`src/hdl/slir_pkg.sv`:
```
// Purpose: Shared constants for the safety-limit and indicator register bank.
// Assumes: 250 MHz reference clock, 8-bit registers on an 8-bit address map.
// Notes:   Voltages in mV, currents in mA, durations in ms.
package slir_pkg;

  // ----------------------------------------------------------------------
  // Register map
  // ----------------------------------------------------------------------
  localparam logic [7:0] ADDR_VOLT   = 8'h02;
  localparam logic [7:0] ADDR_CURR   = 8'h04;
  localparam logic [7:0] ADDR_LIMIT  = 8'h06;
  localparam logic [7:0] ADDR_IND    = 8'h07;
  localparam logic [7:0] LIMIT_RST   = 8'h40;
  localparam logic [7:0] IND_RST     = 8'h82;
  localparam logic [7:0] IND_RO_MASK = 8'hDF;
  localparam logic [7:0] READ_NONE   = 8'h00;

  // ----------------------------------------------------------------------
  // Field positions
  // ----------------------------------------------------------------------
  localparam int LIM_CUR_HI  = 7;
  localparam int LIM_CUR_LO  = 4;
  localparam int LIM_VOLT_HI = 3;
  localparam int LIM_VOLT_LO = 0;
  localparam int IND_DRV_HI  = 7;
  localparam int IND_DRV_LO  = 6;
  localparam int IND_ZERO    = 5;
  localparam int IND_FOLLOW  = 4;
  localparam int IND_ON_HI   = 3;
  localparam int IND_ON_LO   = 2;
  localparam int IND_OFF_HI  = 1;
  localparam int IND_OFF_LO  = 0;

  // ----------------------------------------------------------------------
  // Analog scaling
  // ----------------------------------------------------------------------
  localparam int VREG_BASE_MV  = 3500;
  localparam int VLIM_BASE_MV  = 4200;
  localparam int VSTEP_MV      = 20;
  localparam int VLIM_TOP_MV   = 4440;
  localparam int ILIM_BASE_MA  = 550;
  localparam int ILIM_TOP_MA   = 1550;
  localparam logic [5:0] VLIM_OFFSET_CODE = 6'((VLIM_BASE_MV - VREG_BASE_MV) / VSTEP_MV);
  localparam int ILIM_STEP_MA  = 100;
  // Highest usable limits, in the units of the voltage and current request codes.
  localparam logic [5:0] VLIM_TOP_CODE = 6'((VLIM_TOP_MV - VREG_BASE_MV) / VSTEP_MV);
  localparam logic [3:0] ILIM_TOP_CODE = 4'((ILIM_TOP_MA - ILIM_BASE_MA) / ILIM_STEP_MA);

  // ----------------------------------------------------------------------
  // Indicator codes and timing
  // ----------------------------------------------------------------------
  localparam logic [1:0] DRV_OFF      = 2'b00;
  localparam logic [1:0] ON_CONSTANT  = 2'b11;
  localparam int CLK_PERIOD_NS = 4;
  localparam int MS_NS         = 1_000_000;
  localparam int CYC_PER_MS    = MS_NS / CLK_PERIOD_NS;
  localparam logic [11:0] ON_MS_0  = 12'h000D;
  localparam logic [11:0] ON_MS_1  = 12'h0104;
  localparam logic [11:0] ON_MS_2  = 12'h0208;
  localparam logic [11:0] OFF_MS_0 = 12'h0186;
  localparam logic [11:0] OFF_MS_1 = 12'h030C;
  localparam logic [11:0] OFF_MS_2 = 12'h0618;
  localparam logic [11:0] OFF_MS_3 = 12'h0C30;

endpackage

```
`src/hdl/slir_regs.sv`:
```
// Purpose: Safety-limit register that locks on the first write to another address, indicator configuration
//          register, limit clamping and indicator drive.
// Assumes: The serial interface hands over decoded writes and read addresses.
// Notes:   Limit-reset pin and short-battery comparator are asynchronous.
//
// Operation
// - Limit register at 06 resets to 0x40.
// - Upper nibble is maximum current code, bit6 set.
// - Lower nibble is maximum voltage code, zero default.
// - Voltage limit is 4.2 V plus code weight.
// - Current limit is 550 mA plus code weight.
// - Limit resets on short battery or pin low.
// - Limit writable until any other register written.
// - Clamp voltage and current codes to limits.
// - Early other write locks the default limits.
// - Indicator register at 07 resets to 0x82.
// - Bits 7:6 select indicator drive level.
// - Bit4 selects follow mode; bit5 reads zero.
// - Bits 3:2 select on time or constant.
// - Bits 1:0 select blink off time.
// - Voltage code is 3.5 V plus 20 mV steps.
// - Current code sits on 37.4 mV base.
`timescale 1ns/1ns
`default_nettype none
module slir_regs
  import slir_pkg::*;
#(
  parameter int CYC_MS = CYC_PER_MS
) (
  // Clock and reset
  input  wire logic       ref_clk,
  input  wire logic       rst_n,
  // Register write port
  input  wire logic       wr_en,
  input  wire logic [7:0] wr_addr,
  input  wire logic [7:0] wr_data,
  // Register read port
  input  wire logic [7:0] rd_addr,
  output logic      [7:0] rd_data,
  // Pins and comparators
  input  wire logic       limit_reset_pin_n,
  input  wire logic       short_battery_det,
  input  wire logic       charging_active,
  // Requested codes from the voltage and current registers
  input  wire logic [5:0] regulation_voltage_code,
  input  wire logic [3:0] charge_current_code,
  // Results
  output logic      [5:0] voltage_code_clamped,
  output logic      [3:0] current_code_clamped,
  output logic      [3:0] max_voltage_code,
  output logic      [3:0] max_current_code,
  output logic            limits_locked,
  output logic      [1:0] indicator_drive_level,
  output logic            indicator_on
);

  if (CYC_MS < 2) begin : g_bad_cyc_ms
    $error("slir_regs: CYC_MS must be at least 2");
  end

  typedef struct packed {
    logic [7:0] limit;
    logic [7:0] ind;
    logic       locked;
    logic [7:0] rd_data;
    logic [5:0] v_clamp;
    logic [3:0] i_clamp;
    logic [1:0] lrst_sync;
    logic [1:0] short_sync;
    logic [1:0] chg_sync;
  } slir_regs_state_t;

  slir_regs_state_t s_q;
  slir_regs_state_t s_d;
  logic             limit_rst;
  logic [5:0]       vlim_sum;
  logic [5:0]       vlim_code;
  logic [3:0]       ilim_code;
  logic             blink_en;

  // ----------------------------------------------------------------------
  // Limit decode
  // ----------------------------------------------------------------------
  // Only the second stage of each synchroniser is looked at.
  assign limit_rst = !s_q.lrst_sync[1] || s_q.short_sync[1];
  assign vlim_sum  = VLIM_OFFSET_CODE + {2'b00, s_q.limit[LIM_VOLT_HI:LIM_VOLT_LO]};
  // The nibbles reach past the highest usable option, so both limits saturate there.
  assign vlim_code = (vlim_sum > VLIM_TOP_CODE) ? VLIM_TOP_CODE : vlim_sum;
  // Both current scales share one base, so the limit nibble compares directly.
  assign ilim_code = (s_q.limit[LIM_CUR_HI:LIM_CUR_LO] > ILIM_TOP_CODE) ? ILIM_TOP_CODE
                                                                        : s_q.limit[LIM_CUR_HI:LIM_CUR_LO];

  // ----------------------------------------------------------------------
  // Register update
  // ----------------------------------------------------------------------
  always_comb begin
    s_d = s_q;
    s_d.lrst_sync  = {s_q.lrst_sync[0], limit_reset_pin_n};
    s_d.short_sync = {s_q.short_sync[0], short_battery_det};
    s_d.chg_sync   = {s_q.chg_sync[0], charging_active};
    if (limit_rst) begin
      s_d.limit  = LIMIT_RST;
      s_d.locked = 1'b0;
    end else if (wr_en) begin
      if (wr_addr == ADDR_LIMIT) begin
        if (!s_q.locked) s_d.limit = wr_data;
      end else begin
        s_d.locked = 1'b1;
      end
    end
    if (wr_en && wr_addr == ADDR_IND) begin
      s_d.ind = wr_data & IND_RO_MASK;
    end
    unique case (rd_addr)
      ADDR_LIMIT: s_d.rd_data = s_q.limit;
      ADDR_IND:   s_d.rd_data = s_q.ind & IND_RO_MASK;
      default:    s_d.rd_data = READ_NONE;
    endcase
    s_d.v_clamp = (regulation_voltage_code > vlim_code) ? vlim_code
                                                        : regulation_voltage_code;
    s_d.i_clamp = (charge_current_code > ilim_code) ? ilim_code
                                                    : charge_current_code;
  end

  always_ff @(posedge ref_clk or negedge rst_n) begin
    if (!rst_n) begin
      s_q <= '{limit: LIMIT_RST, ind: IND_RST, locked: 1'b0, rd_data: READ_NONE,
               v_clamp: '0, i_clamp: '0, lrst_sync: 2'b11, short_sync: 2'b00,
               chg_sync: 2'b00};
    end else begin
      s_q <= s_d;
    end
  end

  // ----------------------------------------------------------------------
  // Indicator
  // ----------------------------------------------------------------------
  // Follow bit set runs the pattern without charging, clear needs charging; drive level off keeps the pattern dark.
  assign blink_en = (s_q.ind[IND_DRV_HI:IND_DRV_LO] != DRV_OFF) &&
                    (s_q.ind[IND_FOLLOW] || s_q.chg_sync[1]);

  slir_blink #(
    .CYC_MS (CYC_MS)
  ) u_blink (
    .ref_clk (ref_clk),
    .rst_n   (rst_n),
    .enable  (blink_en),
    .on_sel  (s_q.ind[IND_ON_HI:IND_ON_LO]),
    .off_sel (s_q.ind[IND_OFF_HI:IND_OFF_LO]),
    .lit     (indicator_on)
  );

  assign rd_data               = s_q.rd_data;
  assign voltage_code_clamped  = s_q.v_clamp;
  assign current_code_clamped  = s_q.i_clamp;
  assign max_voltage_code      = s_q.limit[LIM_VOLT_HI:LIM_VOLT_LO];
  assign max_current_code      = s_q.limit[LIM_CUR_HI:LIM_CUR_LO];
  assign limits_locked         = s_q.locked;
  assign indicator_drive_level = s_q.ind[IND_DRV_HI:IND_DRV_LO];
endmodule
`default_nettype wire

```
`src/hdl/slir_blink.sv`:
```
// Purpose: Indicator blink generator on a millisecond timebase.
// Assumes: enable and the duration codes come from the same clock domain.
// Notes:   The pattern restarts in its on phase whenever enable rises.
`timescale 1ns/1ns
`default_nettype none
module slir_blink
  import slir_pkg::*;
#(
  parameter int CYC_MS = CYC_PER_MS
) (
  // Clock and reset
  input  wire logic       ref_clk,
  input  wire logic       rst_n,
  // Control
  input  wire logic       enable,
  input  wire logic [1:0] on_sel,
  input  wire logic [1:0] off_sel,
  // Indicator
  output logic            lit
);

  if (CYC_MS < 2) begin : g_bad_cyc_ms
    $error("slir_blink: CYC_MS must be at least 2");
  end

  localparam int DW = $clog2(CYC_MS);

  typedef enum logic {PH_ON, PH_OFF} slir_phase_t;

  typedef struct packed {
    logic [DW-1:0] div;
    logic [11:0]   ms;
    slir_phase_t   phase;
    logic          lit;
  } slir_blink_state_t;

  slir_blink_state_t s_q;
  slir_blink_state_t s_d;
  logic              tick;
  logic [11:0]       on_ms;
  logic [11:0]       off_ms;

  always_comb begin
    unique case (on_sel)
      2'b00:   on_ms = ON_MS_0;
      2'b01:   on_ms = ON_MS_1;
      default: on_ms = ON_MS_2;
    endcase
    unique case (off_sel)
      2'b00:   off_ms = OFF_MS_0;
      2'b01:   off_ms = OFF_MS_1;
      2'b10:   off_ms = OFF_MS_2;
      default: off_ms = OFF_MS_3;
    endcase
  end

  assign tick = (s_q.div == DW'(CYC_MS - 1));

  // ----------------------------------------------------------------------
  // Timebase and phase sequencing
  // ----------------------------------------------------------------------
  always_comb begin
    s_d = s_q;
    s_d.div = tick ? '0 : s_q.div + 1'b1;
    if (!enable) begin
      s_d.phase = PH_ON;
      s_d.ms    = '0;
      s_d.lit   = 1'b0;
    end else if (on_sel == ON_CONSTANT) begin
      s_d.phase = PH_ON;
      s_d.ms    = '0;
      s_d.lit   = 1'b1;
    end else begin
      s_d.lit = (s_q.phase == PH_ON);
      if (tick) begin
        unique case (s_q.phase)
          PH_ON: begin
            if (s_q.ms + 1'b1 >= on_ms) begin
              s_d.phase = PH_OFF;
              s_d.ms    = '0;
            end else begin
              s_d.ms = s_q.ms + 1'b1;
            end
          end
          PH_OFF: begin
            if (s_q.ms + 1'b1 >= off_ms) begin
              s_d.phase = PH_ON;
              s_d.ms    = '0;
            end else begin
              s_d.ms = s_q.ms + 1'b1;
            end
          end
        endcase
      end
    end
  end

  always_ff @(posedge ref_clk or negedge rst_n) begin
    if (!rst_n) begin
      s_q <= '{div: '0, ms: '0, phase: PH_ON, lit: 1'b0};
    end else begin
      s_q <= s_d;
    end
  end

  assign lit = s_q.lit;
endmodule
`default_nettype wire

```
`config.mk`:
```
export PLATFORM = sky130hd
export DESIGN_NAME = slir_regs
export DESIGN_NICKNAME = d
export VERILOG_FILES = /design/src/hdl/slir_pkg.sv /design/src/hdl/slir_regs.sv /design/src/hdl/slir_blink.sv
export SDC_FILE = /design/constraint.sdc
export NUM_CORES = 1
export LEC_CHECK = 0
export ABC_AREA = 1
export BUFFER_PORTS_ARGS = -buffer_cell sky130_fd_sc_hd__buf_4
export CAP_MARGIN = 20
export CELL_PAD_IN_SITES_DETAIL_PLACEMENT = 0
export CELL_PAD_IN_SITES_GLOBAL_PLACEMENT = 1
export CORE_MARGIN = 2
export CORE_UTILIZATION = 42
export DETAILED_ROUTE_END_ITERATION = 10
export PLACE_DENSITY = 0.83
export SYNTH_ARGS = -nofsm -noshare
export SYNTH_HDL_FRONTEND = slang
export SYNTH_HIERARCHICAL = 1
export SYNTH_SLANG_ARGS = --single-unit
```
`constraint.sdc`:
```
create_clock -name ref_clk -period 3 [get_ports ref_clk]
set_input_delay 0.45 -clock ref_clk [delete_from_list [all_inputs] [get_ports ref_clk]]
set_output_delay 0.45 -clock ref_clk [all_outputs]
set_load 0.01 [all_outputs]
```
======== After elaboration in Yosys (flattened, before gate mapping) ========
Index checks and enable logic that the tools add are counted.
storage, ports and cells
  register bits after elaboration ......... 72
  input bits .............................. 40
  output and inout bits ................... 30
  word-level logic and storage cells ...... 70
cells by class
  $add $sub $neg .......................... 3
  magnitude comparators ................... 6
  eq/ne operators ......................... 12
  muxes and demuxes ....................... 23
  bitwise gates (word level) .............. 1
  reductions and logical operators ........ 12
operators by type and width
  kind                                                  count
  one-hot mux 12 bit (3 select lines)                   1
  equality test 8 x 3 -> 1 bit (second input constant)  4
  two-way mux 8 bit                                     4
  two-way mux 14 bit                                    2
  one-hot mux 13 bit (2 select lines)                   1
  two-way mux 12 bit                                    2
  one-hot mux 10 bit (2 select lines)                   1
  adder 18 x 1 -> 18 bit (second input constant)        1
  equality test 18 bit (second input constant)          1
  two-way mux 18 bit                                    1
  one-hot mux 8 bit (2 select lines)                    1
  two-way mux 13 bit                                    1
  adder 12 x 1 -> 12 bit (second input constant)        1
  >= comparator 12 x 10 -> 1 bit                        1
  >= comparator 12 bit                                  1
  two-way mux 6 bit                                     2
  two-way mux 4 bit                                     2
  adder 6 x 4 -> 6 bit (first input constant)           1
  > comparator 6 bit                                    1
  > comparator 6 bit (second input constant)            1
  nonzero test 2 bit                                    3
  two-way mux 1 bit                                     5
  equality test 2 x 1 -> 1 bit (second input constant)  2
  equality test 2 bit (second input constant)           2
  other kinds (12)                                      15

======== Depth between registers and ports, before layout ========
  depth after elaboration ................. 8
  depth in mapped cells ................... 21
  gate-level depth less buffers ........... 20

======== Modules after synthesis ========
Netlist, hierarchy kept.
by module, submodules not included
  module      times used  cells an instance  area an instance (um2)  seq. area each (um2)
  slir_blink  1           338                2,316.0                 800.8
  slir_regs   1           265                2,257.2                 1,007.2

======== Least setup slack after synthesis ========
Ideal clock, no wire load.
  path type ............................... register -> register
  start ................................... register u_blink/s_q[2] in the netlist's numbering
  end ..................................... register u_blink/s_q[7] in the netlist's numbering
  setup time .............................. 0.116 ns
  data arrival time ....................... 2.350 ns
  data required time ...................... 2.884 ns
  setup slack ............................. 0.533 ns
  cell stages (with the launch flop) ...... 21
  path buffers ............................ 1
  period minus slack after synthesis ...... 2.467 ns
  cells stage by stage .................... dfrtp_1 > ha_1 > nand2_1 > nor2_4 > nand2_1 > nor3_1 > xor2_1 > inv_1 > ha_1 > nand2_1 > inv_1 > nand2_1 > nor2_1 > nand3_1 > nor2_1 > nor2_1 > nand3_1 > nand2_2 > buf_6 > nand2_1 > nand2_1
on the way
  longest elaborated chain between the ends .. 7
  elaborated cells on any way between the ends .. 9
  those cells by class .................... add/sub: 1; order compare: 2; mux: 6
RTL lines
  element                                                                 line                                RTL
  start: declaration                                                      slir_blink.sv:37                    slir_blink_state_t s_q;
  start signal: assignment                                                slir_blink.sv:100                   s_q <= '{div: '0, ms: '0, phase: PH_ON, lit: 1'b0};
  adder 12 x 1 -> 12 bit (*)                                              n/a
  >= comparator 12 bit or >= comparator 12 x 10 -> 1 bit (tied branches)  slir_blink.sv:86, slir_blink.sv:78
  two-way mux 12 bit (on tied branches)                                   slir_blink.sv:86, slir_blink.sv:78
  one-hot mux 13 bit (2 select lines) (*)                                 slir_blink.sv:76                    unique case (s_q.phase)
  two-way mux 13 bit (*)                                                  slir_blink.sv:75                    if (tick) begin
  two-way mux 14 bit (*)                                                  slir_blink.sv:69                    end else if (on_sel == ON_CONSTANT) begin
  two-way mux 14 bit (*)                                                  slir_blink.sv:65                    if (!enable) begin
Mark *: on every way between the ends. The rest lies on a longest branch, timed or not. The select of a mux whose other input is x is not followed.
A chain may end at the register's enable or synchronous reset.

======== Worst setup path after layout ========
  start ................................... register u_blink/s_q[2] in the netlist's numbering
  end ..................................... register u_blink/s_q[4] in the netlist's numbering
Same word-level chain as after synthesis.

==> run_results.csv <==
group,metric,value,unit
status,status,"completed",
logic_synthesis,ys_seq_area_frac,0.395,
timing,worst_pin_slew,0.952,ns
timing,skew,0.00773,ns
route,drt_pre_antenna_iters,4,
route,routed-via-count,3722,
worst_setup_path,required,3.23,ns
timing,fin_crit_sh,0.912,
timing,maxSlewViolCount,0,
grt,track_usage,0.173,
worst_setup_path,arrival,2.97,ns
cts,clock_path_buffers,2,
pwr,leakage,2.88,nW
cells_and_area,n_antenna_cell,0,
cts,clk_latency,0.34,ns
floorplan,core_area,10700,um2
logic_synthesis,synthXorXnorAreaFrac,0.0172,
grt,overflow,0,
logic_synthesis,synthSimpleGateAreaFrac,0.342,
route,drc,0,
timing,rsz0062_at_grt,"no",
logic_synthesis,synth.distinct_cells,34,
floorplan,pin_count,70,
pwr,power.density,379,nW/um2
timing,min_period,2.74,ns
logic_synthesis,synth_most_common_cell,"nand2_1",
flow_run,maxCapViolations,0,
logic_synthesis,yosys_warnings,6,
floorplan,start_util,0.426,
logic_synthesis,yosysTopAreaCell,"dfrtp_1",
logic_synthesis,synth.area.top_cells,"dfrtp_1, nand2_1, ha_1",
timing,finalSetupViolCount,0,
worst_setup_path,worstSetupEndpointType,"flop",
cts,cts_sinks,72,
grt,grt_max_degree,73,
worst_setup_path,worstSetupStartpointType,"flop",
cells_and_area,drive_gt1_frac,0.182,
logic_synthesis,synthMuxAreaShare,0,
timing,hold_violations,0,
timing,slew_headroom,0.363,
placement,place_area,5020,um2
logic_synthesis,syn_inst,603,
worst_setup_path,path_class,"reg -> reg",
placement,place_congestion,0.814,
timing,fin_setup_tns,0,ns
cts,htreeDepth,3,
placement,port_buffers,69,
cells_and_area,syn2layout_area_growth,14.1,%
cts,cts_tree,"yes",
cells_and_area,design_area,5220,um2
logic_synthesis,synth_edf_count,0,
cts,clock-root-buffer,"clkbuf_8",
floorplan,rows,38,
cts,clk_pin_slew,0.08,ns
route,drt_iter0_markers,149,
logic_synthesis,avgSynthCellArea,7.58,um2
logic_synthesis,synth_seq_cells,72,
route,avgViaCountPerCell,4.69,
logic_synthesis,synthAdderAreaFrac,0.0821,
logic_synthesis,yosys-top-cells-count,"nand2_1, inv_1, dfrtp_1, nor2_1, nand3_1",
logic_synthesis,synth_top_family_by_area,"simple AND/OR/NAND/NOR gates",
floorplan,dieArea,11700,um2
cts,cts_hold_repair.buffers,0,
cells_and_area,final_nets,719,
worst_hold_path,hp-class,"in -> reg",
cells_and_area,fin_util,0.486,
grt,grt_pass1_wl,16.0,mm
route,drtAntennaViolNets,0,
placement,hpwl,7.13,mm
timing,fmax,365,MHz
grt,grt_pass1_vias,3602,
cts,cts_buffers,9,
floorplan,die_y,108,um
floorplan,chipWidth,108,um
logic_synthesis,yosysTopAreaCellShare,0.367,
route,routed_wl,9.30,mm
cts,postCtsSetupBuffers,0,
logic_synthesis,syn-num-nets,673,
logic_synthesis,synth_compound_area_frac,0.0326,
logic_synthesis,synthesis.area,4570,um2
pwr,peakVddDrop,0.165,mV
worst_setup_path,cp_max_fo,12,
route,wl_per_cell,11.7,um
cts,post_cts_resized,0,
logic_synthesis,synth-async-reset-ratio,1.00,
logic_synthesis,synthFlopType,"dfrtp_1",
grt,antenna_found_initial,0,
-- through the flow --
| stage | total power [mW] | setup slack, ns | instances | hold slack [ns] |
|---|---|---|---|---|
| global route | 2.09 | 0.0107 | 794 | 0.177 |
| CTS | 2.02 | 0.240 | 794 | 0.184 |
| finish | 1.98 | 0.263 | 794 | 0.206 |
| detailed placement | 1.23 | 0.272 | 778 | 0.336 |
| global placement | 1.22 | 0.333 | 778 | 0.336 |
| floorplan | 1.14 | 0.533 | 603 | 0.154 |
-- cell families (layout without fill, tap and decap cells) --
family | count (synthesis) | in the layout
AND/OR/NAND/NOR | 339 | 339
XOR/XNOR | 9 | 9
buffers and inverters | 127 | 178
flip-flops | 72 | 72
AO/OA/AOI/OAI | 26 | 26
adder cells (fa/ha/maj) | 30 | 30
-- where the power goes --
| part | internal (mW) | switching [mW] |
|---|---|---|
| clock network | 0.411 | 0.362 |
| registers | 0.995 | 0.0132 |
| logic | 0.0849 | 0.111 |
-- routing by layer --
| layer | GRT usage | share of wire | wire (um) | vias to the layer above |
|---|---|---|---|---|
| li1 | - | - | - | 1949 |
| met5 | 0 | 0 | 0 | - |
| met3 | 0.0325 | 0.028 | 260 | 8 |
| met2 | 0.292 | 0.49 | 4540 | 45 |
| met1 | 0.222 | 0.47 | 4390 | 1720 |
| met4 | 0.0659 | 0.013 | 117 | 0 |
-- worst paths after layout --
path,startpoint,depth (start not counted),slack (ns),end
setup / recovery,u_blink/s_q[2],19,0.26,u_blink/s_q[4]
hold / removal,limit_reset_pin_n,1,0.21,s_d[5]
setup reg to reg,u_blink/s_q[2],19,0.26,u_blink/s_q[4]
hold reg to reg,s_d[1],0,0.35,s_q[1]
max in group asynchronous,rst_n,1,2.18,max_voltage_code[0]
min in group asynchronous,rst_n,1,0.23,u_blink/s_q[25]
-- sequential cells by signal, summed over array words and instances (netlist names) --
name                   cells
max_current_code           4
s_q                        8
current_code_clamped       4
u_blink/s_q               31
max_voltage_code           4
u_blink/lit                1
s_d                        3
indicator_drive_level      2
voltage_code_clamped       6
limits_locked              1
rd_data                    8
-- cell type report --
type | instances | area (um2)
Multi-Input combinational cell | 404 | 2170
Fill cell | 1093 | 5530
Clock inverter | 4 | 52.6
Clock buffer | 12 | 145
Tap cell | 140 | 175
Sequential cell | 72 | 1810
Timing Repair Buffer | 69 | 518
Inverter | 93 | 352
-- critical path, cell delays in order, from the launching register on --
cell     delay, ns
dfrtp_1       0.44
ha_1          0.22
nand2_1       0.11
nor2_4        0.11
nand2_1       0.09
nor3_1        0.18
xor2_1        0.21
inv_1         0.09
ha_1          0.28
nand2_1       0.04
inv_1         0.04
nand2_1       0.06
nor2_1        0.09
nand3_1       0.08
nor2_1        0.11
nor2_1        0.06
nand3_1       0.09
nand2_2       0.17
nand2_1       0.11
nand2_1       0.05
-- cell usage in the layout (no fill, tap or decap), types with 2 or more instances in the layout --
cell type  count
nand2_1      180
inv_1         91
buf_4         69
dfrtp_1       67
nor2_1        52
nand3_1       50
ha_1          30
nand4_1       15
a21oi_1       14
nor3_1        10
clkbuf_8      10
nor2_4         8
xor2_1         8
nand2_2        7
nor2_2         6
o21ai_0        6
dfstp_2        5
nand3b_1       2
a21boi_0       2
nand2_4        2
nand3_4        2
clkbuf_1       2
nor4_1         2
Note: power is estimated with default switching activity, not from simulation.
